$ cat config.mk
export PLATFORM = sky130hd
export DESIGN_NAME = atamc_ctrl
export DESIGN_NICKNAME = d
export VERILOG_FILES = /design/src/design/atamc_pkg.sv /design/src/design/atamc_ctrl.sv
export SDC_FILE = /design/constraint.sdc
export NUM_CORES = 1
export LEC_CHECK = 0
export ABC_AREA = 0
export BUFFER_PORTS_ARGS = -buffer_cell sky130_fd_sc_hd__buf_2
export CORE_AREA = 8 8 202 204
export DETAILED_ROUTE_END_ITERATION = 8
export DIE_AREA = 0 0 210 212
export PLACE_DENSITY = 0.34
export SLEW_MARGIN = 10
export SYNTH_ARGS = -nofsm -noshare
export SYNTH_HDL_FRONTEND = slang
export SYNTH_SLANG_ARGS = --single-unit
$ cat constraint.sdc
create_clock -name clk -period 4.8 [get_ports clk]
set_clock_uncertainty 0.2 [all_clocks]
set_input_delay 0.48 -clock clk [delete_from_list [all_inputs] [get_ports clk]]
set_output_delay 0.48 -clock clk [all_outputs]
set_load 0.01 [all_outputs]
$ cat src/design/atamc_pkg.sv
// Constants shared by the alert and mode control block.
// Assumes a 100 MHz system clock and 16-bit register words.
package atamc_pkg;
    localparam int unsigned CLK_MHZ        = 100;
    localparam int unsigned CLK_HZ_DEF     = 100_000_000;
    localparam int unsigned RDY_PULSE_NS   = 8000;
    localparam int unsigned RDY_PULSE_CYC  = (RDY_PULSE_NS * CLK_MHZ) / 1000;
    localparam int unsigned RATE_SPS [8]   = '{64, 128, 256, 512, 1024, 2000, 4000, 8000};

    localparam logic [2:0] ADDR_CONV   = 3'h0;
    localparam logic [2:0] ADDR_CFG    = 3'h1;
    localparam logic [2:0] ADDR_LOWER  = 3'h2;
    localparam logic [2:0] ADDR_UPPER  = 3'h3;
    localparam logic [2:0] ADDR_STATUS = 3'h4;

    localparam int unsigned CFG_ONE_SHOT = 15;
    localparam int unsigned CFG_MODE     = 8;
    localparam int unsigned CFG_RATE_LSB = 5;
    localparam int unsigned CFG_CMODE    = 4;
    localparam int unsigned CFG_POL      = 3;
    localparam int unsigned CFG_LATCH    = 2;
    localparam int unsigned CFG_QUE_LSB  = 0;

    localparam int unsigned ST_BUSY  = 3;
    localparam int unsigned ST_ALERT = 2;
    localparam int unsigned ST_TRIP  = 1;
    localparam int unsigned ST_LINE  = 0;

    localparam logic        MODE_RST   = 1'b1;
    localparam logic [2:0]  RATE_RST   = 3'h4;
    localparam logic [1:0]  QUE_RST    = 2'h3;
    localparam logic [1:0]  QUE_OFF    = 2'h3;
    localparam logic [15:0] UPPER_RST  = 16'h7FFF;
    localparam logic [15:0] LOWER_RST  = 16'h8000;
    localparam logic [7:0]  GC_RESET   = 8'h06;
    localparam logic [7:0]  ARA_ADDR   = 8'h19;

    typedef enum logic [1:0] {
        ATAMC_IDLE = 2'b01,
        ATAMC_RUN  = 2'b10
    } atamc_state_e;
endpackage

$ cat src/design/atamc_ctrl.sv
// Threshold alert, conversion-ready and conversion sequencing control.
// Assumes core_data comes from converter logic on clk; alert line pulled up outside.
//
// The address map and the strobed register port were decided locally.
`timescale 1ns/1ps
module atamc_ctrl
    import atamc_pkg::*;
#(
    parameter int unsigned CLK_HZ = CLK_HZ_DEF
) (
    input  wire logic        clk,
    input  wire logic        reset,
    input  wire logic [2:0]  reg_addr,
    input  wire logic [15:0] reg_wdata,
    input  wire logic        reg_wr,
    input  wire logic        reg_rd,
    output logic      [15:0] reg_rdata,
    input  wire logic [15:0] core_data,
    output logic             core_run,
    input  wire logic        gc_cmd_valid,
    input  wire logic [7:0]  gc_cmd_byte,
    input  wire logic        addr_valid,
    input  wire logic [7:0]  addr_byte,
    input  wire logic        ara_won,
    output logic             ara_reply,
    output logic             ara_status,
    input  wire logic        alert_in,
    output logic             alert_out,
    output logic             alert_oe
);

    typedef struct packed {
        atamc_state_e state;
        logic [31:0]  cnt;
        logic [15:0]  pulse_cnt;
        logic [15:0]  conv;
        logic [15:0]  upper;
        logic [15:0]  lower;
        logic         mode;
        logic [2:0]   rate;
        logic         cmode;
        logic         pol;
        logic         latch;
        logic [1:0]   que;
        logic [2:0]   hits;
        logic         alert;
        logic         trip_high;
        logic         reply;
        logic         line_s1;
        logic         line_s2;
        logic [15:0]  rdata;
    } atamc_regs_s;

    localparam atamc_regs_s RST = '{
        state:     ATAMC_IDLE,
        cnt:       32'h0000_0000,
        pulse_cnt: 16'h0000,
        conv:      16'h0000,
        upper:     UPPER_RST,
        lower:     LOWER_RST,
        mode:      MODE_RST,
        rate:      RATE_RST,
        cmode:     1'b0,
        pol:       1'b0,
        latch:     1'b0,
        que:       QUE_RST,
        hits:      3'h0,
        alert:     1'b0,
        trip_high: 1'b0,
        reply:     1'b0,
        line_s1:   1'b1,
        line_s2:   1'b1,
        rdata:     16'h0000
    };

    atamc_regs_s r_ff;
    atamc_regs_s nxt_r;

    logic [31:0] period_tab [8];

    // Cycles per conversion for each rate
    genvar gi;
    generate
        for (gi = 0; gi < 8; gi++) begin : g_rate
            assign period_tab[gi] = 32'(CLK_HZ / RATE_SPS[gi]);
        end
    endgenerate

    logic        done;
    logic        above;
    logic        below;
    logic        outside;
    logic [2:0]  need;
    logic        rdy_mode;
    logic        rdy_act;
    logic        active;
    logic        level;
    logic        cfg_wr;
    logic        conv_rd;
    logic [15:0] cfg_view;

    always_comb begin
        done     = (r_ff.state == ATAMC_RUN) && (r_ff.cnt >= period_tab[r_ff.rate] - 32'd1);
        above    = $signed(core_data) > $signed(r_ff.upper);
        below    = $signed(core_data) < $signed(r_ff.lower);
        // Traditional counts only upper trips toward assertion
        outside  = r_ff.cmode ? (above | below) : above;
        case (r_ff.que)
            2'h0:    need = 3'h1;
            2'h1:    need = 3'h2;
            2'h2:    need = 3'h4;
            default: need = 3'h7;
        endcase
        rdy_mode = r_ff.upper[15] & ~r_ff.lower[15];
        // Continuous: pulse after each result; single-shot: active while converting
        rdy_act  = r_ff.mode ? (r_ff.state == ATAMC_RUN) : (r_ff.pulse_cnt != 16'h0000);
        active   = rdy_mode ? rdy_act : r_ff.alert;
        level    = r_ff.pol ? active : ~active;
        if (r_ff.que == QUE_OFF) begin
            level = 1'b1;
        end
        cfg_wr   = reg_wr && (reg_addr == ADDR_CFG);
        conv_rd  = reg_rd && (reg_addr == ADDR_CONV);
        cfg_view = 16'h0000;
        cfg_view[CFG_ONE_SHOT] = (r_ff.state == ATAMC_IDLE);
        cfg_view[CFG_MODE] = r_ff.mode;
        cfg_view[CFG_RATE_LSB +: 3] = r_ff.rate;
        cfg_view[CFG_CMODE] = r_ff.cmode;
        cfg_view[CFG_POL] = r_ff.pol;
        cfg_view[CFG_LATCH] = r_ff.latch;
        cfg_view[CFG_QUE_LSB +: 2] = r_ff.que;
    end

    always_comb begin
        nxt_r = r_ff;
        nxt_r.line_s1 = alert_in;
        nxt_r.line_s2 = r_ff.line_s1;
        nxt_r.reply = addr_valid && (addr_byte == ARA_ADDR) && r_ff.alert;

        // Register reads
        case (reg_addr)
            ADDR_CONV:   nxt_r.rdata = r_ff.conv;
            ADDR_CFG:    nxt_r.rdata = cfg_view;
            ADDR_LOWER:  nxt_r.rdata = r_ff.lower;
            ADDR_UPPER:  nxt_r.rdata = r_ff.upper;
            ADDR_STATUS: nxt_r.rdata = {12'h000, (r_ff.state == ATAMC_RUN), r_ff.alert,
                                        r_ff.trip_high, r_ff.line_s2};
            default:     nxt_r.rdata = 16'h0000;
        endcase
        if (!reg_rd) begin
            nxt_r.rdata = 16'h0000;
        end

        // Register writes
        if (reg_wr) begin
            case (reg_addr)
                ADDR_CFG: begin
                    nxt_r.mode  = reg_wdata[CFG_MODE];
                    nxt_r.rate  = reg_wdata[CFG_RATE_LSB +: 3];
                    nxt_r.cmode = reg_wdata[CFG_CMODE];
                    nxt_r.pol   = reg_wdata[CFG_POL];
                    nxt_r.latch = reg_wdata[CFG_LATCH];
                    nxt_r.que   = reg_wdata[CFG_QUE_LSB +: 2];
                end
                ADDR_LOWER: nxt_r.lower = reg_wdata;
                ADDR_UPPER: nxt_r.upper = reg_wdata;
                default: nxt_r.rdata = nxt_r.rdata;
            endcase
        end

        // Ready pulse timer
        if (r_ff.pulse_cnt != 16'h0000) begin
            nxt_r.pulse_cnt = r_ff.pulse_cnt - 16'h0001;
        end

        // Clearing the alert; a trip below wins
        if (conv_rd || (ara_won && r_ff.alert)) begin
            nxt_r.alert = 1'b0;
        end

        // Conversion sequencing
        case (r_ff.state)
            ATAMC_IDLE: begin
                nxt_r.cnt = 32'h0000_0000;
                if (!r_ff.mode || (cfg_wr && reg_wdata[CFG_ONE_SHOT])) begin
                    nxt_r.state = ATAMC_RUN;
                end
            end
            ATAMC_RUN: begin
                // One-shot writes here find no effect
                nxt_r.cnt = r_ff.cnt + 32'd1;
                if (done) begin
                    nxt_r.cnt  = 32'h0000_0000;
                    nxt_r.conv = core_data;
                    nxt_r.state = r_ff.mode ? ATAMC_IDLE : ATAMC_RUN;
                    if (!r_ff.mode) begin
                        nxt_r.pulse_cnt = 16'(RDY_PULSE_CYC);
                    end
                    // Comparator runs on each finished result
                    if (outside) begin
                        nxt_r.hits = (r_ff.hits < need) ? r_ff.hits + 3'h1 : r_ff.hits;
                    end else begin
                        nxt_r.hits = 3'h0;
                    end
                    if (r_ff.que != QUE_OFF && outside && r_ff.hits + 3'h1 >= need) begin
                        nxt_r.alert = 1'b1;
                        nxt_r.trip_high = r_ff.cmode ? above : 1'b1;
                    end else if (!r_ff.latch && r_ff.alert) begin
                        if (r_ff.cmode ? !(above | below) : below) begin
                            nxt_r.alert = 1'b0;
                        end
                    end
                end
            end
            default: nxt_r.state = ATAMC_IDLE;
        endcase

        if (r_ff.que == QUE_OFF) begin
            nxt_r.alert = 1'b0;
            nxt_r.hits  = 3'h0;
        end

        // General call reset acts like power-up
        if (gc_cmd_valid && gc_cmd_byte == GC_RESET) begin
            nxt_r = RST;
            nxt_r.line_s1 = alert_in;
            nxt_r.line_s2 = r_ff.line_s1;
        end
    end

    always_ff @(posedge clk or posedge reset) begin
        if (reset) begin
            r_ff <= RST;
        end else begin
            r_ff <= nxt_r;
        end
    end

    assign reg_rdata  = r_ff.rdata;
    assign core_run   = (r_ff.state == ATAMC_RUN);
    assign ara_reply  = r_ff.reply;
    assign ara_status = r_ff.trip_high;
    assign alert_out  = 1'b0;
    assign alert_oe   = ~level;

endmodule

* Word level (Yosys, flattened, before mapping)
Memories as Yosys holds them, arrays and structs flattened. Cells that the tools add are included.
Word-level totals: register bits after elaboration 131, bits in writable memories 0, output and inout bits 21, bits in latches 0, input port bits 59, memories 1, word-level logic and storage cells 122, memory bits (read-only) 256
Operators by class: divide/modulo/power cells 0, eq/ne operators 15, bitwise gates (word level) 6, multipliers 0, reductions and logical operators 36, mux-type cells 35, add/subtract/negate cells 4, shift-type cells 0, $lt $le $gt $ge 6
Memory list:
- (no name shown) | words 8, bits a word 32, read ports 1, clocked after memory_dff 0, wr ports 0, RTL line atamc_ctrl.sv:103 | done = (r_ff.state == ATAMC_RUN) && (r_ff.cnt >= period_tab[r_ff.rate] - 32'd1);
Operator list (number):
- 2-to-1 mux 131 bit | 1
- 2-to-1 mux 32 bit | 3
- 2-to-1 mux 16 bit | 5
- case mux 16 bit (5 select lines) | 1
- 2-to-1 mux 66 bit | 1
- case mux 32 bit (2 select lines) | 1
- 2-to-1 mux 41 bit | 1
- adder 32 x 1 -> 32 bit, second input constant | 1
- >= comparator 32 bit | 1
- subtractor 32 x 1 -> 32 bit, second input constant | 1
- > comparator 16 bit | 1
- less-than comparator 16 bit | 1
- nonzero test 16 bit | 1
- subtractor 16 x 1 -> 16 bit, second input constant | 1
- nonzero test 2 bit | 7
- 2-to-1 mux 1 bit | 12
- logical AND 1 bit | 11
- 2-to-1 mux 5 bit | 2
- AND reduction 2 bit | 5
- 2-to-1 mux 9 bit | 1
- case mux 3 bit (3 select lines) | 1
- nonzero test 3 bit | 3
- == test 8 x 3 -> 1 bit, second input constant | 1
- == test 8 x 5 -> 1 bit, second input constant | 1
- other kinds (25) | 38

* Depth between registers and ports, before layout
Gate-level depths: netlist of run 1.
word-level depth 11, depth in mapped cells 20, gate-level depth less buffers 15

* Worst setup path after synthesis of run 1
OpenSTA, ideal clock, no wires.
path type reg2reg, start register r_ff (netlist bit cfg_view[5]), end register r_ff[20] in the netlist's numbering, period minus slack after synthesis 4.134 ns, setup time 0.124 ns, arrival time 3.810 ns, buffers on the path 4, stages on the path, launching flop included 20, setup slack 0.666 ns, required time 4.476 ns, path through dfrtp_1 clkbuf_1 inv_1 ha_1 clkbuf_1 a211oi_1 nor2_1 o22a_1 nor4_1 xor2_1 ha_1 nand2_1 nor3_1 a32oi_1 a211oi_2 buf_4 o21ai_1 buf_4 o21a_1 a211o_1
RTL lines:
- start: declaration | RTL line atamc_ctrl.sv:76 | atamc_regs_s r_ff;
- start signal: assignment | RTL line atamc_ctrl.sv:235 | r_ff <= nxt_r;

* Worst setup path in the final report of run 1
start register r_ff (netlist bit cfg_view[6]), end register r_ff[75] in the netlist's numbering
Between the ends: longest elaborated chain between the ends 9
Ends and longest elaborated chain (RTL line):
- inverter 3 -> 4 bit (not written as such) | atamc_ctrl.sv:103
- memory (8 x 32 bit)
- 2-to-1 mux 32 bit (not written as such) (2 in a row) | atamc_ctrl.sv:103
- subtractor 32 x 1 -> 32 bit | atamc_ctrl.sv:103
- >= comparator 32 bit | atamc_ctrl.sv:103
- logical AND 1 bit | atamc_ctrl.sv:103
- nonzero test 2 bit (no source line)
- AND reduction 2 bit (no source line)
Every way passes these cells. The select of a mux whose other input is x is not followed. A chain may end at the register's enable or synchronous reset.

==> qor.csv, run 1 <==
stage,metric,value,unit
outcome,outcome,"finished, final reports clean",
clock_network,# resized after CTS,0,
final_layout,area delta synth->final,17.6,%
setup_path,Worst Setup Path Type,reg -> reg,
sta,Max Freq,228,MHz
power_and_ir_drop,leakage,4.51,nW
worst_hold_path,min-delay src,reg_wdata[14],
sta,max-slew violations,0,
final_layout,Finished Cell Area,10000,µm²
detailed_routing,drt first pass iters,4,
logic_synthesis,mapped cell area,8530,µm²
detailed_routing,drc violations,0,
sta,post-route setup slack,410,ps
logic_synthesis,Avg Synthesized Cell Area,8.99,µm²
final_layout,fraction of layout cells with a size suffix above 1,17.7,%
detailed_routing,final WL,28300,µm
die,Die ar.,44500,µm²
run,max-cap viol count,0,
placement,# port buffers,78,
clock_network,Max Root-Sink Buffers,2,
final_layout,most frequent cells in the layout,"126 x nand2_1, 108 x dfrtp_1, 93 x nor2_1",
final_layout,Layout Utilization,26.4,%
logic_synthesis,register area share after synthesis,38.8,%
clock_network,clk sinks,131,
clock_network,H-tree depth,4,
final_layout,Ant. Diodes,0,
die,row cnt,72,
worst_hold_path,worst hold path type,in -> reg,
clock_network,Num CTS Buffers,17,
sta,Relative slew margins,26.6,%
sta,Setup-failing EPs final,0,
clock_network,"Reg clk slew, reported paths",70,ps
logic_synthesis,"area leader, netlist",dfrtp_1,
final_layout,# nets final,1146,
placement,GPL Wtd Cong,0.750,
final_layout,# fillers,4136,
sta,final period utilization,91.5,%
grt,vias in the first global route,7196,
logic_synthesis,Post-synth EDFFs,0,
power_and_ir_drop,peak supply drop,0.273,mV
final_layout,"most common cell after layout, fill and taps aside",nand2_1,
setup_path,Worst setup SP type,flip-flop,
logic_synthesis,Synth cell types,71,
die,Die Width,210,µm
setup_path,CP arrival,4500,ps
grt,global-route wire length before repair,44700,µm
setup_path,worst r2r src,cfg_view[6],
grt,largest net degree at the start of global routing,73,
sta,setup TNS,0,ps
detailed_routing,DR vias,6918,
setup_path,Worst Setup SP,cfg_view[6],
clock_network,CTS tree,yes,
grt,GRT Residual Overflow,0,
final_layout,Non-Filler Instances,1540,
logic_synthesis,dominant synthesized flop cell,dfrtp_1,
setup_path,Critical Path Sink Type,flip-flop,
setup_path,crit-path max FO,15,
detailed_routing,antenna-violating nets left,0,
power_and_ir_drop,pwr dens,380,nW/µm²
logic_synthesis,"FF+latch count, synth",131,
sta,final hold slack,68.7,ps
setup_path,Worst Path Required,4910,ps
die,Ports,80,
power_and_ir_drop,total power,3.81,mW
placement,placement-stage cell area,9410,µm²
die,Initial Util,22.5,%
die,die height,212,µm
logic_synthesis,Synth async-reset ratio,100,%
placement,dpl cells,1506,
detailed_routing,DR vias/cell,4.49,
sta,Slew @ Worst Pin,1080,ps
sta,crit path time final,4390,ps
detailed_routing,DR iter-0 viols,366,
sta,RSZ-0062 raised after global routing,false,
clock_network,clk_lat worst skew,450,ps
logic_synthesis,top-area cell type share of the netlist area,31.7,%
logic_synthesis,largest cells by area after synthesis,"dfrtp_1 32%, ha_1 11%, dfstp_2 7.1%",
detailed_routing,drt wl/cell,18.3,µm
die,Core Box Area,37900,µm²
clock_network,root buf cell,clkbuf_16,
placement,dpl hpwl,20600,µm
grt,GRT Util Overall,13.2,%
logic_synthesis,Ys Warns,0,
placement,DP Worst Slack,377,ps
logic_synthesis,synthesized instance count,949,
grt,antenna violations before repair,0,
sta,Final Hold Violating Endpoints,0,
==> layout make-up <==
type	instances	area (µm²)	share of cell area (%)
Tap cell	518	648	6.46
Clock inverter	15	166	1.66
Sequential cell	131	3310	33.0
Timing Repair Buffer	99	553	5.52
Clock buffer	17	425	4.24
Inverter	53	204	2.03
Multi-Input combinational cell	707	4720	47.1
==> path summary, 6_finish.rpt <==
| path | end | slack (ps) | depth (start not counted) |
|---|---|---|---|
| min in group asynchronous | r_ff[116] | 520 | 3 |
| worst min register to register | r_ff[16] | 160 | 0 |
| worst max-delay path | r_ff[75] | 410 | 16 |
| worst min-delay path | r_ff[47] | 70 | 3 |
| worst max register to register | r_ff[75] | 410 | 16 |
| max in group asynchronous | cfg_view[0] | 2890 | 4 |
==> registers in the layout, indices dropped and copies added (netlist names) <==
name / flops
ara_reply: 1
cfg_view: 9
reg_rdata: 16
r_ff: 104
ara_status: 1
==> timing repair <==
action,in CTS,in global routing
hold buffers,2,0
endpoints found under the hold margin,22,0
setup buffers,0,0
==> cell families (layout without fill, tap and decap cells) <==
| family | after synthesis | in the layout | synth area share (%) |
|---|---|---|---|
| buffers and inverters | 115 | 184 | 6.09 |
| muxes | 31 | 31 | 4.56 |
| xor gates and xnor gates | 33 | 33 | 3.39 |
| AOI/OAI and AO/OA | 193 | 193 | 14.6 |
| DFF | 131 | 131 | 38.8 |
| adders and majority gates | 78 | 78 | 11.4 |
| other | 2 | 6 | 0.0881 |
| and+or+nand+nor | 366 | 366 | 21.1 |
==> metal layers <==
metal / up-vias / track usage (%) / routed length (µm)
met1: 3344 / 17.6 / 13700
li1: 3437 / - / -
met4: 0 / 3.38 / 386
met2: 114 / 21.5 / 13300
met3: 23 / 2.99 / 891
met5: - / 0 / 0
==> Yosys cell counts (3+ instances only) <==
| cell type | n |
|---|---|
| nor4b_1 | 4 |
| a21boi_0 | 3 |
| and3_1 | 14 |
| buf_4 | 19 |
| nand4_1 | 12 |
| nand3_1 | 26 |
| buf_2 | 4 |
| mux2_2 | 3 |
| o21ai_0 | 46 |
| nand2_1 | 126 |
| o21a_1 | 4 |
| dfrtp_1 | 108 |
| or3_1 | 4 |
| clkbuf_1 | 30 |
| buf_1 | 5 |
| o211ai_1 | 26 |
| nor2_1 | 93 |
| nor3b_1 | 8 |
| a22oi_1 | 14 |
| dfstp_2 | 23 |
| xnor2_1 | 20 |
| nor4_1 | 7 |
| o22ai_1 | 4 |
| nor3_1 | 15 |
| and2_1 | 9 |
| ha_1 | 78 |
| or2_2 | 3 |
| a31oi_1 | 6 |
| a211oi_1 | 3 |
| and4_1 | 8 |
| mux4_2 | 6 |
| nand2b_1 | 7 |
| nor2b_1 | 14 |
| mux2i_1 | 22 |
| inv_1 | 53 |
| o21ai_1 | 3 |
| a21oi_1 | 54 |
| xor2_1 | 13 |
| a21o_1 | 9 |
| clkbuf_2 | 3 |
==> worst max-delay path: stages, from the launching register on <==
cell      delay [ps]
dfrtp_1          380
inv_1            200
ha_1             360
nand2_1           90
ha_1             280
and3_1           210
xnor2_1          110
o21ai_0          200
ha_1             270
nand2_1           70
o21ai_0          110
a221oi_1         320
a211oi_2         150
o21ai_2          730
buf_4            310
mux2i_1          200
nor2_1            60
==> report_power, final <==
| group | leakage, nW | internal [mW] | switching, mW |
|---|---|---|---|
| registers | 1.66 | 1.26 | 0.108 |
| clock network | 0.288 | 0.740 | 0.627 |
| logic | 2.56 | 0.414 | 0.668 |
| total | 4.51 | 2.41 | 1.40 |
(Power assumes the default switching activity.)
==> inputs of run 2 (changes only) <==
Settings changed: CELL_PAD_IN_SITES_DETAIL_PLACEMENT set to 0, CELL_PAD_IN_SITES_GLOBAL_PLACEMENT set to 1, CORE_AREA 8 8 202 204 to 8 8 147 149, DIE_AREA 0 0 210 212 to 0 0 155 157, PLACE_DENSITY 0.34 to 0.74.
==> qor.csv, run 2 (synthesis gave the netlist of run 1 again) <==
stage,metric,value,unit
placement,dpl hpwl,15600,µm
sta,Max Freq,236,MHz
power_and_ir_drop,pwr dens,383,nW/µm²
clock_network,Max Root-Sink Buffers,2,
clock_network,Num CTS Buffers,17,
power_and_ir_drop,peak supply drop,0.232,mV
worst_hold_path,worst hold path type,in -> async,
sta,Setup-failing EPs final,0,
clock_network,clk sinks,131,
setup_path,Critical Path Sink Type,flip-flop,
die,die height,157,µm
die,Ports,80,
detailed_routing,DR vias/cell,5.38,
grt,antenna violations before repair,0,
outcome,outcome,"finished, final reports clean",
die,row cnt,51,
grt,largest net degree at the start of global routing,99,
power_and_ir_drop,leakage,4.45,nW
final_layout,fraction of layout cells with a size suffix above 1,17.0,%
final_layout,Largest register FFs,104,
sta,Final Hold Violating Endpoints,0,
clock_network,"Reg clk slew, reported paths",60,ps
sta,max-slew violations,0,
sta,crit path time final,4240,ps
sta,post-route setup slack,559,ps
setup_path,Worst Path Required,4860,ps
detailed_routing,antenna-violating nets left,0,
grt,GRT Util Overall,18.6,%
grt,vias in the first global route,6751,
final_layout,Ant. Diodes,0,
die,Initial Util,44.4,%
clock_network,Post-CTS Setup Inserts,0,
setup_path,Worst Setup Path Type,reg -> reg,
placement,# port buffers,78,
final_layout,area delta synth->final,12.9,%
sta,Slew @ Worst Pin,1170,ps
setup_path,CP arrival,4310,ps
final_layout,most frequent cells in the layout,"126 x nand2_1, 108 x dfrtp_1, 92 x nor2_1",
setup_path,Worst setup SP type,flip-flop,
clock_network,H-tree depth,4,
detailed_routing,DR vias,6874,
placement,GPL Wtd Cong,0.852,
final_layout,largest reg by FF count,r_ff,
clock_network,CTS tree,yes,
final_layout,Layout Utilization,50.1,%
detailed_routing,DR iter-0 viols,390,
die,Core Box Area,19200,µm²
placement,DP Worst Slack,599,ps
die,Die Width,155,µm
die,Die ar.,24300,µm²
detailed_routing,drc violations,0,
sta,RSZ-0062 raised after global routing,false,
detailed_routing,drt wl/cell,17.2,µm
final_layout,# nets final,1136,
clock_network,clk_lat worst skew,420,ps
detailed_routing,drt first pass iters,5,
grt,global-route wire length before repair,35700,µm
sta,Relative slew margins,21.8,%
sta,final period utilization,88.4,%
grt,GRT Residual Overflow,0,
setup_path,crit-path max FO,12,
sta,setup TNS,0,ps
final_layout,"most common cell after layout, fill and taps aside",nand2_1,
clock_network,root buf cell,clkbuf_16,
detailed_routing,final WL,22000,µm
run,max-cap viol count,0,
run 2: per-layer routing:
metal / share of wire [%] / GRT usage [%] / wire [µm] / vias up
met5: 0 / 0 / 0 / -
met4: 1.8 / 5.65 / 388 / 0
met3: 3.6 / 3.87 / 792 / 23
met2: 47 / 30.5 / 10400 / 132
met1: 47 / 24.2 / 10400 / 3311
li1: - / - / - / 3408
run 2: report_power, final:
part	internal [mW]	switching, mW	total, mW
clock network	0.771	0.522	1.29
logic	0.407	0.616	1.02
registers	1.26	0.110	1.37
total	2.44	1.25	3.69
run 2: metrics by stage:
step	cell area [µm²]	hold WS [ps]	total power, mW	cells
final	9620	75.0	3.69	1277
after global routing	9620	87.5	3.92	1277
after CTS	9620	84.1	3.72	1277
after detailed placement	9030	147	2.41	1244
after global placement	9030	146	2.41	1244
after floorplan	8540	145	2.12	953
run 2: final timing paths:
check	slack, ps	cells after the start	endpoint	from
max in group asynchronous	3270	3	cfg_view[8]	reset
hold / removal	80	2	r_ff[96]	reset
min in group clk	100	3	r_ff[60]	reg_wdata[11]
setup reg to reg	560	15	r_ff[78]	cfg_view[5]
setup / recovery	560	15	r_ff[78]	cfg_view[5]
hold reg to reg	150	0	r_ff[16]	r_ff[17]
run 2: area by class of cell:
type                            instances  area (µm²)
Fill cell                            1835        9580
Inverter                               53         204
Sequential cell                       131        3310
Timing Repair Buffer                   89         475
Multi-Input combinational cell        707        4720
Tap cell                              265         332
Clock inverter                         10        97.6
Clock buffer                           22         484
run 2: repair_timing:
action / CTS / global route
endpoints found under the hold margin: 1 / 0
resized for setup: 0 / 0
hold buffers: 1 / 0
run 2: critical path, cell delays in order, from the launching register on:
cell,delay (ps)
dfrtp_1,400
buf_4,190
ha_1,300
a211oi_1,200
nor2_1,60
o22a_1,200
nor4_1,320
xor2_1,130
ha_1,310
nand2_1,70
nor3_1,240
a32oi_1,160
a211oi_2,510
o21a_1,490
mux2i_1,260
nor2_1,60
